$ cat src/adm_pkg.sv
// constants, types and helpers for the analog difference and window monitor
// assumes one 20 mhz clock and an axi4-lite register port
package adm_pkg;
  // generic word carried through all scaling arithmetic
  typedef logic signed [31:0] adm_word_type;
  // bus geometry and answers
  localparam int ADDR_W = 8;
  localparam logic [1:0] RESP_OKAY = 2'h0;
  localparam logic [1:0] RESP_SLVERR = 2'h2;
  // register byte offsets
  localparam logic [7:0] ADDR_GAIN = 8'h00;
  localparam logic [7:0] ADDR_OFFSET = 8'h04;
  localparam logic [7:0] ADDR_ON_THR = 8'h08;
  localparam logic [7:0] ADDR_OFF_THR = 8'h0c;
  localparam logic [7:0] ADDR_UPPER = 8'h10;
  localparam logic [7:0] ADDR_LOWER = 8'h14;
  localparam logic [7:0] ADDR_SRC = 8'h18;
  localparam logic [7:0] ADDR_CONFIG = 8'h1c;
  localparam logic [7:0] ADDR_STATUS = 8'h20;
  localparam logic [7:0] ADDR_DIFF = 8'h24;
  localparam logic [7:0] ADDR_REF = 8'h28;
  // value ranges: gain in hundredths
  localparam adm_word_type GAIN_MAX = 32'sh0000_03e8;   // 10.00
  localparam adm_word_type OFFSET_MAX = 32'sh0000_2710; // 10000
  localparam adm_word_type THR_MAX = 32'sh0000_4e20;    // 20000
  localparam adm_word_type MARGIN_MAX = 32'sh0000_4e20; // 20000
  localparam adm_word_type MARGIN_MIN = 32'sh0000_0000;
  localparam logic [10:0] RAW_MAX = 11'h3e8;            // 1000
  localparam adm_word_type GAIN_SCALE = 32'sh0000_0064; // 100
  // parameter sources: four fields of four bits in the source register
  localparam int NUM_SRC = 4;
  localparam int NUM_BLOCKS = 8;
  localparam int NUM_SCALED = 3;
  localparam int SRC_FIELD_W = 4;
  localparam int SRC_USE_BIT = 3;
  localparam int SRC_ON = 0;
  localparam int SRC_OFF = 1;
  localparam int SRC_UPPER = 2;
  localparam int SRC_LOWER = 3;
  // scaled channel order
  localparam int CH_X = 0;
  localparam int CH_Y = 1;
  localparam int CH_MON = 2;
  // config and status fields
  localparam int CFG_DEC_LSB = 0;
  localparam int CFG_DEC_MSB = 1;
  localparam int CFG_RETAIN_BIT = 2;
  localparam int STAT_CMP_BIT = 0;
  localparam int STAT_MON_BIT = 1;
  localparam int STAT_ARMED_BIT = 2;
  localparam logic [31:0] ZERO_WORD = 32'h0000_0000;

  // saturate a signed value into [lo, hi]
  function automatic adm_word_type adm_clamp(input adm_word_type v,
                                             input adm_word_type lo,
                                             input adm_word_type hi);
    adm_word_type r;
    r = v;
    if (v < lo) r = lo;
    if (v > hi) r = hi;
    return r;
  endfunction

  // merge written byte lanes into an old word
  function automatic logic [31:0] adm_merge(input logic [31:0] old_w,
                                            input logic [31:0] new_w,
                                            input logic [3:0] strb);
    logic [31:0] r;
    r = old_w;
    for (int i = 0; i < 4; i++) begin
      if (strb[i]) r[i*8 +: 8] = new_w[i*8 +: 8];
    end
    return r;
  endfunction
endpackage

$ cat src/adm_scale_if.sv
// shared gain and offset carried from the register file to the scalers
// assumes both ends sit on the same clock
interface adm_scale_if;
  logic signed [31:0] gain;
  logic signed [31:0] offset;
  modport cfg_side (output gain, output offset);
  modport use_side (input gain, input offset);
endinterface

$ cat src/adm_scaler.sv
// one operand scaler: actual = raw * gain / 100 + offset, registered
// assumes raw comes from logic on the same clock
module adm_scaler
  import adm_pkg::*;
(
  // clock and reset
  input wire logic aclk,
  input wire logic aresetn,
  // scaling parameters
  adm_scale_if.use_side cfg,
  // operand in and actual value out
  input wire logic [10:0] raw,
  output adm_word_type actual
);
  adm_word_type raw_word;

  // operand clipped to the channel range
  assign raw_word = (raw > RAW_MAX) ? adm_word_type'({21'h0, RAW_MAX})
                                    : adm_word_type'({21'h0, raw});

  // gain then offset, same for every operand
  always_ff @(posedge aclk) begin
    if (!aresetn) begin
      actual <= '0;
    end else begin
      actual <= (raw_word * cfg.gain) / GAIN_SCALE + cfg.offset;
    end
  end
endmodule // adm_scaler

$ cat src/adm_param_src.sv
// picks a threshold or margin from a constant or another block's value
// assumes block values are already registered by their owners
module adm_param_src
  import adm_pkg::*;
(
  // selection
  input wire logic [SRC_FIELD_W-1:0] sel,
  input wire adm_word_type const_value,
  // live values of other blocks
  input wire logic [NUM_BLOCKS-1:0][31:0] block_values,
  // chosen value
  output adm_word_type value
);
  // block number in the low bits, use flag on top
  assign value = sel[SRC_USE_BIT]
                 ? adm_word_type'(block_values[sel[SRC_USE_BIT-1:0]])
                 : const_value;
endmodule // adm_param_src

$ cat src/adm_top.sv
// analog difference comparator and window monitor with axi4-lite registers
// assumes operands, enable and block values come from same-clock logic
module adm_top
  import adm_pkg::*;
(
  // clock and reset
  input wire logic aclk,
  input wire logic aresetn,
  // axi4-lite write address and data
  input wire logic [ADDR_W-1:0] s_axi_awaddr,
  input wire logic s_axi_awvalid,
  output logic s_axi_awready,
  input wire logic [31:0] s_axi_wdata,
  input wire logic [3:0] s_axi_wstrb,
  input wire logic s_axi_wvalid,
  output logic s_axi_wready,
  // axi4-lite write response
  output logic [1:0] s_axi_bresp,
  output logic s_axi_bvalid,
  input wire logic s_axi_bready,
  // axi4-lite read
  input wire logic [ADDR_W-1:0] s_axi_araddr,
  input wire logic s_axi_arvalid,
  output logic s_axi_arready,
  output logic [31:0] s_axi_rdata,
  output logic [1:0] s_axi_rresp,
  output logic s_axi_rvalid,
  input wire logic s_axi_rready,
  // analog operands
  input wire logic [10:0] first_analog_input,
  input wire logic [10:0] second_analog_input,
  input wire logic [10:0] monitored_input,
  input wire logic monitor_enable,
  input wire logic [NUM_BLOCKS-1:0][31:0] block_values,
  // nonvolatile store
  input wire logic nv_restore,
  input wire adm_word_type nv_ref_in,
  input wire logic nv_state_in,
  output logic nv_write,
  output adm_word_type nv_ref,
  output logic nv_state,
  // results
  output logic cmp_out,
  output logic mon_out
);
  adm_word_type gain_reg, offset_reg, on_reg, off_reg;
  adm_word_type upper_reg, lower_reg;
  logic [15:0] src_reg;
  logic [CFG_RETAIN_BIT:0] config_reg;
  logic [ADDR_W-1:0] aw_addr_reg;
  logic [31:0] w_data_reg;
  logic [3:0] w_strb_reg;
  logic aw_got_reg, w_got_reg;
  logic wr_fire, wr_hit, rd_hit;
  logic [31:0] rd_word;
  adm_word_type scaled [NUM_SCALED];
  logic [10:0] raw_in [NUM_SCALED];
  adm_word_type par_const [NUM_SRC];
  adm_word_type par_value [NUM_SRC];
  adm_word_type diff_reg, ref_reg;
  logic en_d1_reg, en_d2_reg, armed_reg;
  logic capture, outside, mon_next;
  adm_word_type on_val, off_val;
  adm_word_type band_hi, band_lo;

  adm_scale_if scale_bus();

  // shared gain and offset to every scaler
  assign scale_bus.gain = gain_reg;
  assign scale_bus.offset = offset_reg;
  assign raw_in[CH_X] = first_analog_input;
  assign raw_in[CH_Y] = second_analog_input;
  assign raw_in[CH_MON] = monitored_input;

  // one scaler per operand
  for (genvar g = 0; g < NUM_SCALED; g++) begin : g_scale
    adm_scaler u_scale (
      .aclk(aclk),
      .aresetn(aresetn),
      .cfg(scale_bus.use_side),
      .raw(raw_in[g]),
      .actual(scaled[g])
    );
  end

  // constant or block-sourced thresholds and margins
  assign par_const[SRC_ON] = on_reg;
  assign par_const[SRC_OFF] = off_reg;
  assign par_const[SRC_UPPER] = upper_reg;
  assign par_const[SRC_LOWER] = lower_reg;
  for (genvar g = 0; g < NUM_SRC; g++) begin : g_src
    adm_param_src u_src (
      .sel(src_reg[g*SRC_FIELD_W +: SRC_FIELD_W]),
      .const_value(par_const[g]),
      .block_values(block_values),
      .value(par_value[g])
    );
  end
  assign on_val = par_value[SRC_ON];
  assign off_val = par_value[SRC_OFF];

  // write decode
  assign wr_fire = aw_got_reg && w_got_reg && !s_axi_bvalid;
  assign wr_hit = (aw_addr_reg <= ADDR_CONFIG) && (aw_addr_reg[1:0] == 2'h0);

  // write address, data and response channels
  always_ff @(posedge aclk) begin
    if (!aresetn) begin
      s_axi_awready <= 1'b1;
      s_axi_wready <= 1'b1;
      s_axi_bvalid <= 1'b0;
      s_axi_bresp <= RESP_OKAY;
      aw_got_reg <= 1'b0;
      w_got_reg <= 1'b0;
      aw_addr_reg <= '0;
      w_data_reg <= '0;
      w_strb_reg <= '0;
    end else begin
      if (s_axi_awvalid && s_axi_awready) begin
        aw_addr_reg <= s_axi_awaddr;
        aw_got_reg <= 1'b1;
        s_axi_awready <= 1'b0;
      end
      if (s_axi_wvalid && s_axi_wready) begin
        w_data_reg <= s_axi_wdata;
        w_strb_reg <= s_axi_wstrb;
        w_got_reg <= 1'b1;
        s_axi_wready <= 1'b0;
      end
      if (wr_fire) begin
        s_axi_bvalid <= 1'b1;
        s_axi_bresp <= wr_hit ? RESP_OKAY : RESP_SLVERR;
        aw_got_reg <= 1'b0;
        w_got_reg <= 1'b0;
      end
      if (s_axi_bvalid && s_axi_bready) begin
        s_axi_bvalid <= 1'b0;
        s_axi_awready <= 1'b1;
        s_axi_wready <= 1'b1;
      end
    end
  end

  // register file, gain, offset, thresholds and margins saturated to their ranges
  always_ff @(posedge aclk) begin
    if (!aresetn) begin
      gain_reg <= GAIN_SCALE;
      offset_reg <= '0;
      on_reg <= '0;
      off_reg <= '0;
      upper_reg <= '0;
      lower_reg <= '0;
      src_reg <= '0;
      config_reg <= '0;
    end else if (wr_fire) begin
      unique case (aw_addr_reg)
        ADDR_GAIN: gain_reg <= adm_clamp(adm_merge(gain_reg, w_data_reg,
          w_strb_reg), -GAIN_MAX, GAIN_MAX);
        ADDR_OFFSET: offset_reg <= adm_clamp(adm_merge(offset_reg,
          w_data_reg, w_strb_reg), -OFFSET_MAX, OFFSET_MAX);
        ADDR_ON_THR: on_reg <= adm_clamp(adm_merge(on_reg, w_data_reg,
          w_strb_reg), -THR_MAX, THR_MAX);
        ADDR_OFF_THR: off_reg <= adm_clamp(adm_merge(off_reg, w_data_reg,
          w_strb_reg), -THR_MAX, THR_MAX);
        ADDR_UPPER: upper_reg <= adm_clamp(adm_merge(upper_reg, w_data_reg,
          w_strb_reg), MARGIN_MIN, MARGIN_MAX);
        ADDR_LOWER: lower_reg <= adm_clamp(adm_merge(lower_reg, w_data_reg,
          w_strb_reg), MARGIN_MIN, MARGIN_MAX);
        ADDR_SRC: src_reg <= 16'(adm_merge({16'h0, src_reg}, w_data_reg,
          w_strb_reg));
        ADDR_CONFIG: config_reg <= (CFG_RETAIN_BIT + 1)'(adm_merge(
          {29'h0, config_reg}, w_data_reg, w_strb_reg));
        default: ;
      endcase
    end
  end

  // read mux; decimal count is stored for display only
  always_comb begin
    rd_hit = 1'b1;
    rd_word = ZERO_WORD;
    unique case (s_axi_araddr)
      ADDR_GAIN: rd_word = gain_reg;
      ADDR_OFFSET: rd_word = offset_reg;
      ADDR_ON_THR: rd_word = on_reg;
      ADDR_OFF_THR: rd_word = off_reg;
      ADDR_UPPER: rd_word = upper_reg;
      ADDR_LOWER: rd_word = lower_reg;
      ADDR_SRC: rd_word = {16'h0, src_reg};
      ADDR_CONFIG: rd_word = {29'h0, config_reg};
      ADDR_STATUS: rd_word = {29'h0, armed_reg, mon_out, cmp_out};
      ADDR_DIFF: rd_word = diff_reg;
      ADDR_REF: rd_word = ref_reg;
      default: rd_hit = 1'b0;
    endcase
  end

  // read address and data channels
  always_ff @(posedge aclk) begin
    if (!aresetn) begin
      s_axi_arready <= 1'b1;
      s_axi_rvalid <= 1'b0;
      s_axi_rdata <= '0;
      s_axi_rresp <= RESP_OKAY;
    end else if (s_axi_arvalid && s_axi_arready) begin
      s_axi_arready <= 1'b0;
      s_axi_rvalid <= 1'b1;
      s_axi_rdata <= rd_word;
      s_axi_rresp <= rd_hit ? RESP_OKAY : RESP_SLVERR;
    end else if (s_axi_rvalid && s_axi_rready) begin
      s_axi_rvalid <= 1'b0;
      s_axi_arready <= 1'b1;
    end
  end

  // difference of the two actual values
  always_ff @(posedge aclk) begin
    if (!aresetn) begin
      diff_reg <= '0;
    end else begin
      diff_reg <= scaled[CH_X] - scaled[CH_Y];
    end
  end

  // comparator: hysteresis or window by threshold order
  always_ff @(posedge aclk) begin
    if (!aresetn) begin
      cmp_out <= 1'b0;
    end else if (on_val >= off_val) begin
      if (diff_reg > on_val) cmp_out <= 1'b1;
      else if (diff_reg <= off_val) cmp_out <= 1'b0;
    end else begin
      cmp_out <= (diff_reg >= on_val) && (diff_reg < off_val);
    end
  end

  // monitor band; enable delayed to line up with the scaled input
  assign capture = en_d1_reg && !en_d2_reg;
  assign band_hi = ref_reg + par_value[SRC_UPPER];
  assign band_lo = ref_reg - par_value[SRC_LOWER];
  assign outside = (scaled[CH_MON] > band_hi) || (scaled[CH_MON] < band_lo);
  assign mon_next = en_d1_reg && !capture && armed_reg && outside;

  // enable edge, reference capture and nonvolatile restore
  always_ff @(posedge aclk) begin
    if (!aresetn) begin
      en_d1_reg <= 1'b0;
      en_d2_reg <= 1'b0;
      ref_reg <= '0;
      armed_reg <= 1'b0;
    end else begin
      en_d1_reg <= monitor_enable;
      en_d2_reg <= en_d1_reg;
      if (capture) begin
        ref_reg <= scaled[CH_MON];
        armed_reg <= 1'b1;
      end else if (nv_restore && config_reg[CFG_RETAIN_BIT]) begin
        ref_reg <= nv_ref_in;
        armed_reg <= 1'b1;
      end
    end
  end

  // monitor output; cleared inside the band or with enable low
  always_ff @(posedge aclk) begin
    if (!aresetn) begin
      mon_out <= 1'b0;
    end else if (nv_restore && config_reg[CFG_RETAIN_BIT] && en_d1_reg) begin
      mon_out <= nv_state_in;
    end else begin
      mon_out <= mon_next;
    end
  end

  // store retained state when it changes, only while the retain bit of config is set
  always_ff @(posedge aclk) begin
    if (!aresetn) begin
      nv_write <= 1'b0;
      nv_ref <= '0;
      nv_state <= 1'b0;
    end else begin
      nv_write <= config_reg[CFG_RETAIN_BIT]
                  && (capture || (mon_next != mon_out));
      nv_ref <= capture ? scaled[CH_MON] : ref_reg;
      nv_state <= mon_next;
    end
  end
endmodule // adm_top

$ cat config.mk
export PLATFORM = sky130hd
export DESIGN_NAME = adm_top
export DESIGN_NICKNAME = d
export VERILOG_FILES = /design/src/adm_pkg.sv /design/src/adm_scale_if.sv /design/src/adm_scaler.sv /design/src/adm_param_src.sv /design/src/adm_top.sv
export SDC_FILE = /design/constraint.sdc
export NUM_CORES = 2
export LEC_CHECK = 0
export ABC_AREA = 0
export BUFFER_PORTS_ARGS = -buffer_cell sky130_fd_sc_hd__buf_4
export CORE_UTILIZATION = 50
export DETAILED_ROUTE_END_ITERATION = 10
export PLACE_DENSITY = 0.77
export SLEW_MARGIN = 25
export SYNTH_ARGS = -nofsm -noshare
export SYNTH_HDL_FRONTEND = slang
export SYNTH_SLANG_ARGS = --single-unit
$ cat constraint.sdc
create_clock -name aclk -period 58 [get_ports aclk]
set_input_delay 17.4 -clock aclk [delete_from_list [all_inputs] [get_ports aclk]]
set_output_delay 17.4 -clock aclk [all_outputs]
set_load 0.03 [all_outputs]
## After elaboration in Yosys (flattened, before gate mapping)

Cells that the tools add are included.

- Add/sub/neg operators: 6
- Multiply operators: 3
- Divide/modulo/power cells: 3
- Magnitude comparators: 27
- Equality and inequality tests: 19
- Shifts and indexed selects: 0
- Multiplexer cells: 140
- Bitwise logic cells: 1
- Reduce and logical (&&, ||, !) cells: 38

Operators by type and width:

| cell | number |
|---|---|
| $mux W8 | 96 |
| $mux W32 | 23 |
| $bmux W32 S3 | 4 |
| $pmux W32 S11 | 1 |
| $add A32 B32 Y32 | 4 |
| $gt A32 B16 Y1 const B | 4 |
| $div A32 B8 Y32 const B | 3 |
| $mul A32 B32 Y32 | 3 |
| $eq A8 B5 Y1 const B | 8 |
| $ge A32 B32 Y1 | 2 |
| $gt A32 B32 Y1 | 2 |
| $lt A32 B1 Y1 const B | 2 |
| $lt A32 B16 Y1 const B | 2 |
| $lt A32 B32 Y1 | 2 |
| $sub A32 B32 Y32 | 2 |
| $gt A11 B10 Y1 const B | 3 |
| $mux W11 | 3 |
| $eq A8 B4 Y1 const B | 4 |
| $gt A32 B11 Y1 const B | 1 |
| $gt A32 B15 Y1 const B | 1 |
| $le A32 B32 Y1 | 1 |
| $lt A32 B11 Y1 const B | 1 |
| $lt A32 B15 Y1 const B | 1 |
| $eq A8 B6 Y1 const B | 3 |
| other kinds (18) | 61 |

- Register bits: 497
- Latch bits: 0
- Memory bits (writable): 0
- ROM bits: 0
- Input port bits: 383
- Output and inout port bits: 77
- Word-level logic and storage cells: 272
- Memories kept: 0

## Depth between registers and ports, before layout

- Word-level depth: 10
- Depth in mapped cells: 137

## Modules after synthesis

A second synthesis with hierarchy kept.

- Cells, all modules: 12046
- Area total of the unflattened synthesis: 94539.4 um^2

By module, submodules not included:

| module | instances | cells each | area an instance (um^2) | sequential area each (um^2) |
|---|---|---|---|---|
| adm_top | 1 | 3357 | 26404.1 | 7947.6 |
| adm_scaler (g_scale[2].u_scale) | 1 | 2468 | 19433.6 | 640.6 |
| adm_scaler (g_scale[0].u_scale) | 1 | 2483 | 19264.7 | 640.6 |
| adm_scaler (g_scale[1].u_scale) | 1 | 2402 | 18566.6 | 640.6 |
| adm_param_src | 4 | 334 | 2717.6 | 0.0 |

## Worst setup path before layout

OpenSTA, ideal clock, no wires.

- Kind: input port to flip-flop
- Start: input monitored_input[10]
- End: register g_scale[2].u_scale.actual[31]
- Library setup time: 0.115 ns
- Data arrival time: 44.442 ns
- Required time: 57.885 ns
- Slack: 13.443 ns
- Stages on the path: 126
- Path buffers: 8
- Path through: clkbuf_1 -> inv_1 -> o211a_1 -> clkbuf_1 -> clkbuf_1 -> nand2_1 -> fa_1 -> fa_1 -> inv_1 -> fa_1 -> fa_1 -> inv_1 -> fa_1 -> inv_1 -> ha_1 -> clkbuf_1 -> nand2_1 -> a211oi_1 -> [90 not listed] -> o21bai_1 -> a21oi_1 -> o21bai_1 -> a21oi_1 -> o21bai_1 -> a21oi_1 -> o21bai_1 -> a21oi_1 -> nor2b_1 -> o21a_1 -> o21a_1 -> o21a_1 -> o21ai_0 -> nand2b_1 -> a21oi_1 -> xnor2_1 -> xnor2_1 -> nor2_1

- Cells in the longest elaborated chain, start to end: 5

RTL lines:

| what | RTL line | source |
|---|---|---|
| from (decl) | adm_top.sv:32 | `input wire logic [10:0] monitored_input,` |
| $gt A11 B10 Y1 | adm_scaler.sv:18 | `assign raw_word = (raw > RAW_MAX) ? adm_word_type'({21'h0, RAW_MAX})` |
| $mux W11 * | adm_scaler.sv:18 |  |
| $mul A32 B32 Y32 * | adm_scaler.sv:26 | `actual <= (raw_word * cfg.gain) / GAIN_SCALE + cfg.offset;` |
| $div A32 B8 Y32 * | adm_scaler.sv:26 |  |
| $add A32 B32 Y32 * | adm_scaler.sv:26 |  |
| to (signal assigned) | adm_scaler.sv:26 |  |
| to (decl) | adm_scaler.sv:13 | `output adm_word_type actual` |

Mark *: on every way between the ends. The rest lies on a longest branch, timed or not.
A chain may end at the register's enable or synchronous reset.

## Final worst setup path

- Start: input monitored_input[0]
- End: register g_scale[2].u_scale.actual[31]

Same word-level chain as after synthesis.

==> flow_metrics.env <==
export IMPL_slowest_stage="o311ai_0"
export IMPL_grt_max_degree=138
export IMPL_grt_pass1_wl_mm=543.0
export IMPL_dp_hpwl_mm=284.8
export IMPL_min_path_type="reg2reg"
export IMPL_portBuffers=457
export IMPL_rsz0062_at_grt="false"
export IMPL_pre_cts_ws_ns=7.418
export IMPL_area_growth_pct=8.098
export IMPL_dp_cells=13650
export IMPL_synth_edf_count=0
export IMPL_die_area_mm2=0.1819
export IMPL_largest_register="g_scale.u_scale.actual"
export IMPL_insertion_delay_ns=0.70
export IMPL_critical_path_required_ns=58.45
export IMPL_critPathMaxFanout=29
export IMPL_seq_area_mm2=0.009910
export IMPL_min_period_ns=50.34
export IMPL_outcome="complete, no violations"
export IMPL_grt_ovfl_total=0
export IMPL_worst_setup_path_type="in2reg"
export IMPL_tightest_slew_ns=1.230
export IMPL_clkSlewWorstSetupHoldPaths_ns=0.07
export IMPL_hold_viol=0
export IMPL_finalNonFillerCells=13770
export IMPL_gr_usage_all_layers_pct=38.98
export IMPL_postCtsSetupBuffers=0
export IMPL_synth_flop_cell="dfxtp_1"
export IMPL_drt_wl_total_mm=365.3
export IMPL_die_h_um=426.5
export IMPL_num_io_pins=460
export IMPL_cts_buffer_depth=3
export IMPL_max_stage_delay_ns=0.79
export IMPL_viasPerCell=6.626
export IMPL_whs_ns=0.4452
export IMPL_drc=0
export IMPL_finalSetupTns_ns=0
export IMPL_dr_pass1_iters=9
export IMPL_fin_skew_ns=0.1007
export IMPL_seq_area_frac_synth_pct=10.96
export IMPL_largest_reg_flops=96
export IMPL_hold_buffers=0
export IMPL_period_share_pct=86.79
export IMPL_maxCapViolCount=0
export IMPL_slew_viol_final=0
export IMPL_startpoint_type="input pin"
export IMPL_drive_above_1_share_pct=12.99
export IMPL_cts_tree="yes"
export IMPL_synth_async_sr_flop_share_pct=0
export IMPL_multi_input_area_mm2=0.07366
export IMPL_max_slew_margin_pct=18.02
export IMPL_arrival_ns=50.79
export IMPL_max_freq_mhz=19.86
export IMPL_r2r_cells=119
export IMPL_r2r_start="gain_reg[4]$_SDFFE_PN0P_"
export IMPL_finalWorstSetupSlack_ns=7.659
export IMPL_ant_nets=0
export IMPL_cts_resized=0
export IMPL_reg2reg_to="g_scale[2].u_scale.actual[31]$_SDFF_PN0_"
export IMPL_root_buffer="clkbuf_16"
export IMPL_syn_area_per_cell_um2=8.021
export IMPL_cts_sinks=493
export IMPL_htreeDepth=2
export IMPL_finalSetupViolations=0
export IMPL_hold_depth=2
export IMPL_r2r_setup_slack_ns=24.00
export IMPL_netlist_area_mm2=0.09008
export IMPL_antenna_found_initial=35
export IMPL_syn_inst=11230
export IMPL_hold_path_endpoint="diff_reg[0]$_SDFF_PN0_"
export IMPL_fillers=16380
export IMPL_start_util_pct=50.43
export IMPL_fp_row_count=155
export IMPL_drtIter0Drc=10860
export IMPL_fin_nets=12960
export IMPL_crit_top_cell="a21oi_1"
export IMPL_yosysWarnings=0
export IMPL_vias=91210
export IMPL_gp_congestion=1.079
export IMPL_cts_buffers=51
export IMPL_die_w_um=426.5
export IMPL_post_drt_wl_per_cell_um=26.54
export IMPL_core_mm2=0.1786
export IMPL_end_kind="flop"
export IMPL_ys_ff_latch=493
export IMPL_ys_types=189
export IMPL_hp_start="g_scale[1].u_scale.actual[0]$_SDFF_PN0_"
export IMPL_grt_pass1_vias=87720
routing by layer:
| layer | GRT usage, % | wire length (µm) |
|---|---|---|
| met1 | 48.32 | 137300 |
| met2 | 60.80 | 159700 |
| met5 | 0.1587 | 176 |
| met3 | 9.402 | 40340 |
| met4 | 24.41 | 27720 |
cell families (layout without fill, tap and decap cells):
kind of cell / after synthesis / in the layout / synth area share, %
flip-flops: 493 / 493 / 10.96
XOR/XNOR: 574 / 574 / 5.704
AO/OA/AOI/OAI: 2987 / 2987 / 23.32
adder cells (fa/ha/maj): 1247 / 1247 / 22.79
AND/OR/NAND/NOR: 3659 / 3659 / 19.72
buffers and inverters: 1722 / 1818 / 7.755
multiplexers: 548 / 548 / 9.752
other: 1 / 84 / 0.004163
how the worst max path moves through the flow:
stage / endpoint / slack, ns / startpoint / cells past startpoint
4_1_cts: g_scale[2].u_scale.actual[31]$_SDFF_PN0_ / 7.98 / monitored_input[10] / 120
3_3_place_gp: g_scale[2].u_scale.actual[31]$_SDFF_PN0_ / 7.00 / monitored_input[8] / 122
6_report: g_scale[2].u_scale.actual[31]$_SDFF_PN0_ / 7.66 / monitored_input[0] / 122
5_1_grt: g_scale[2].u_scale.actual[31]$_SDFF_PN0_ / 5.05 / monitored_input[0] / 121
3_5_place_dp: g_scale[2].u_scale.actual[31]$_SDFF_PN0_ / 7.42 / monitored_input[10] / 120
2_1_floorplan: g_scale[2].u_scale.actual[31]$_SDFF_PN0_ / 13.44 / monitored_input[10] / 126
synth_stat cells (all sizes together), types with 39 or more instances:
cell	count	area [µm²]
or2	70	437.9
or3	57	384.1
and3	98	645.6
fa	663	13270
o22ai	57	369.1
a221oi	61	553.0
mux2i	256	2606
a211o	43	389.1
o211ai	115	927.1
o31ai	71	609.3
nand2b	98	613.1
a31oi	133	908.4
nand2	1292	4885
nor2b	150	948.4
or4	49	394.1
inv	1090	4091
mux4	256	5766
o21a	90	723.2
nand3	191	960.9
o21bai	111	833.3
o21ai	567	2935
buf	160	915.9
clkbuf	465	1934
a22oi	98	768.2
ha	562	7032
a22o	39	341.6
dfxtp	493	9869
a21oi	754	3841
nor2	855	3267
xnor2	441	3892
nor3	255	1376
a21o	193	1463
nand4	101	646.9
nor4	86	660.6
and2	234	1485
a211oi	138	1174
xor2	129	1152
layout by cell type, fill, tap and decap left out, types with 51 or more instances in the layout:
cell,netlist,final
nor2_1,842,833
nand2_1,1282,1282
and2_1,220,219
o21bai_1,111,111
o22ai_1,55,55
o211ai_1,104,104
o21ai_1,63,65
a211oi_1,118,117
a221oi_1,58,58
a21oi_1,738,737
ha_1,562,562
nor2b_1,148,147
mux2i_1,249,248
conb_1,1,65
nand2b_1,98,97
xor2_1,126,120
and3_1,81,81
or2_2,53,53
a22oi_1,95,95
inv_1,1088,1087
o21ai_0,482,479
xnor2_1,437,433
nor4_1,72,72
clkbuf_16,0,51
o21a_1,77,77
o31ai_1,61,59
a31oi_1,125,124
nand4_1,100,100
nor3_1,240,240
buf_4,17,629
dfxtp_1,493,471
a21o_1,182,182
fa_1,663,663
nand3_1,190,190
mux4_2,256,256
layout make-up:
cell class	count	area share, %
multi-input cells	9080	75.64
flip-flops and latches	493	10.18
repair buffers	630	4.854
inverters	1094	4.225
well taps	2355	3.026
clock buffers	68	1.499
clock inverters	26	0.5281
diodes	19	0.04883
per-stage QoR:
step	instance area, µm²	util, %
floorplan	90320	-
global placement	95270	53.34
detailed placement	95290	53.35
CTS	97260	54.45
global route	97350	54.50
finish	97380	54.52
worst max-delay path: cells and delay by family:
family | cells | cell delay [ns]
buf+inv | 8 | 1.19
compound gates | 68 | 18.09
simple gates | 26 | 6.14
mux | 5 | 1.99
xor+xnor | 5 | 1.62
fa+ha+maj | 10 | 4.28
Power is left out: the tool's default activity adds up to more than one toggle a clock period on the data nets, which glitch-free logic cannot reach.
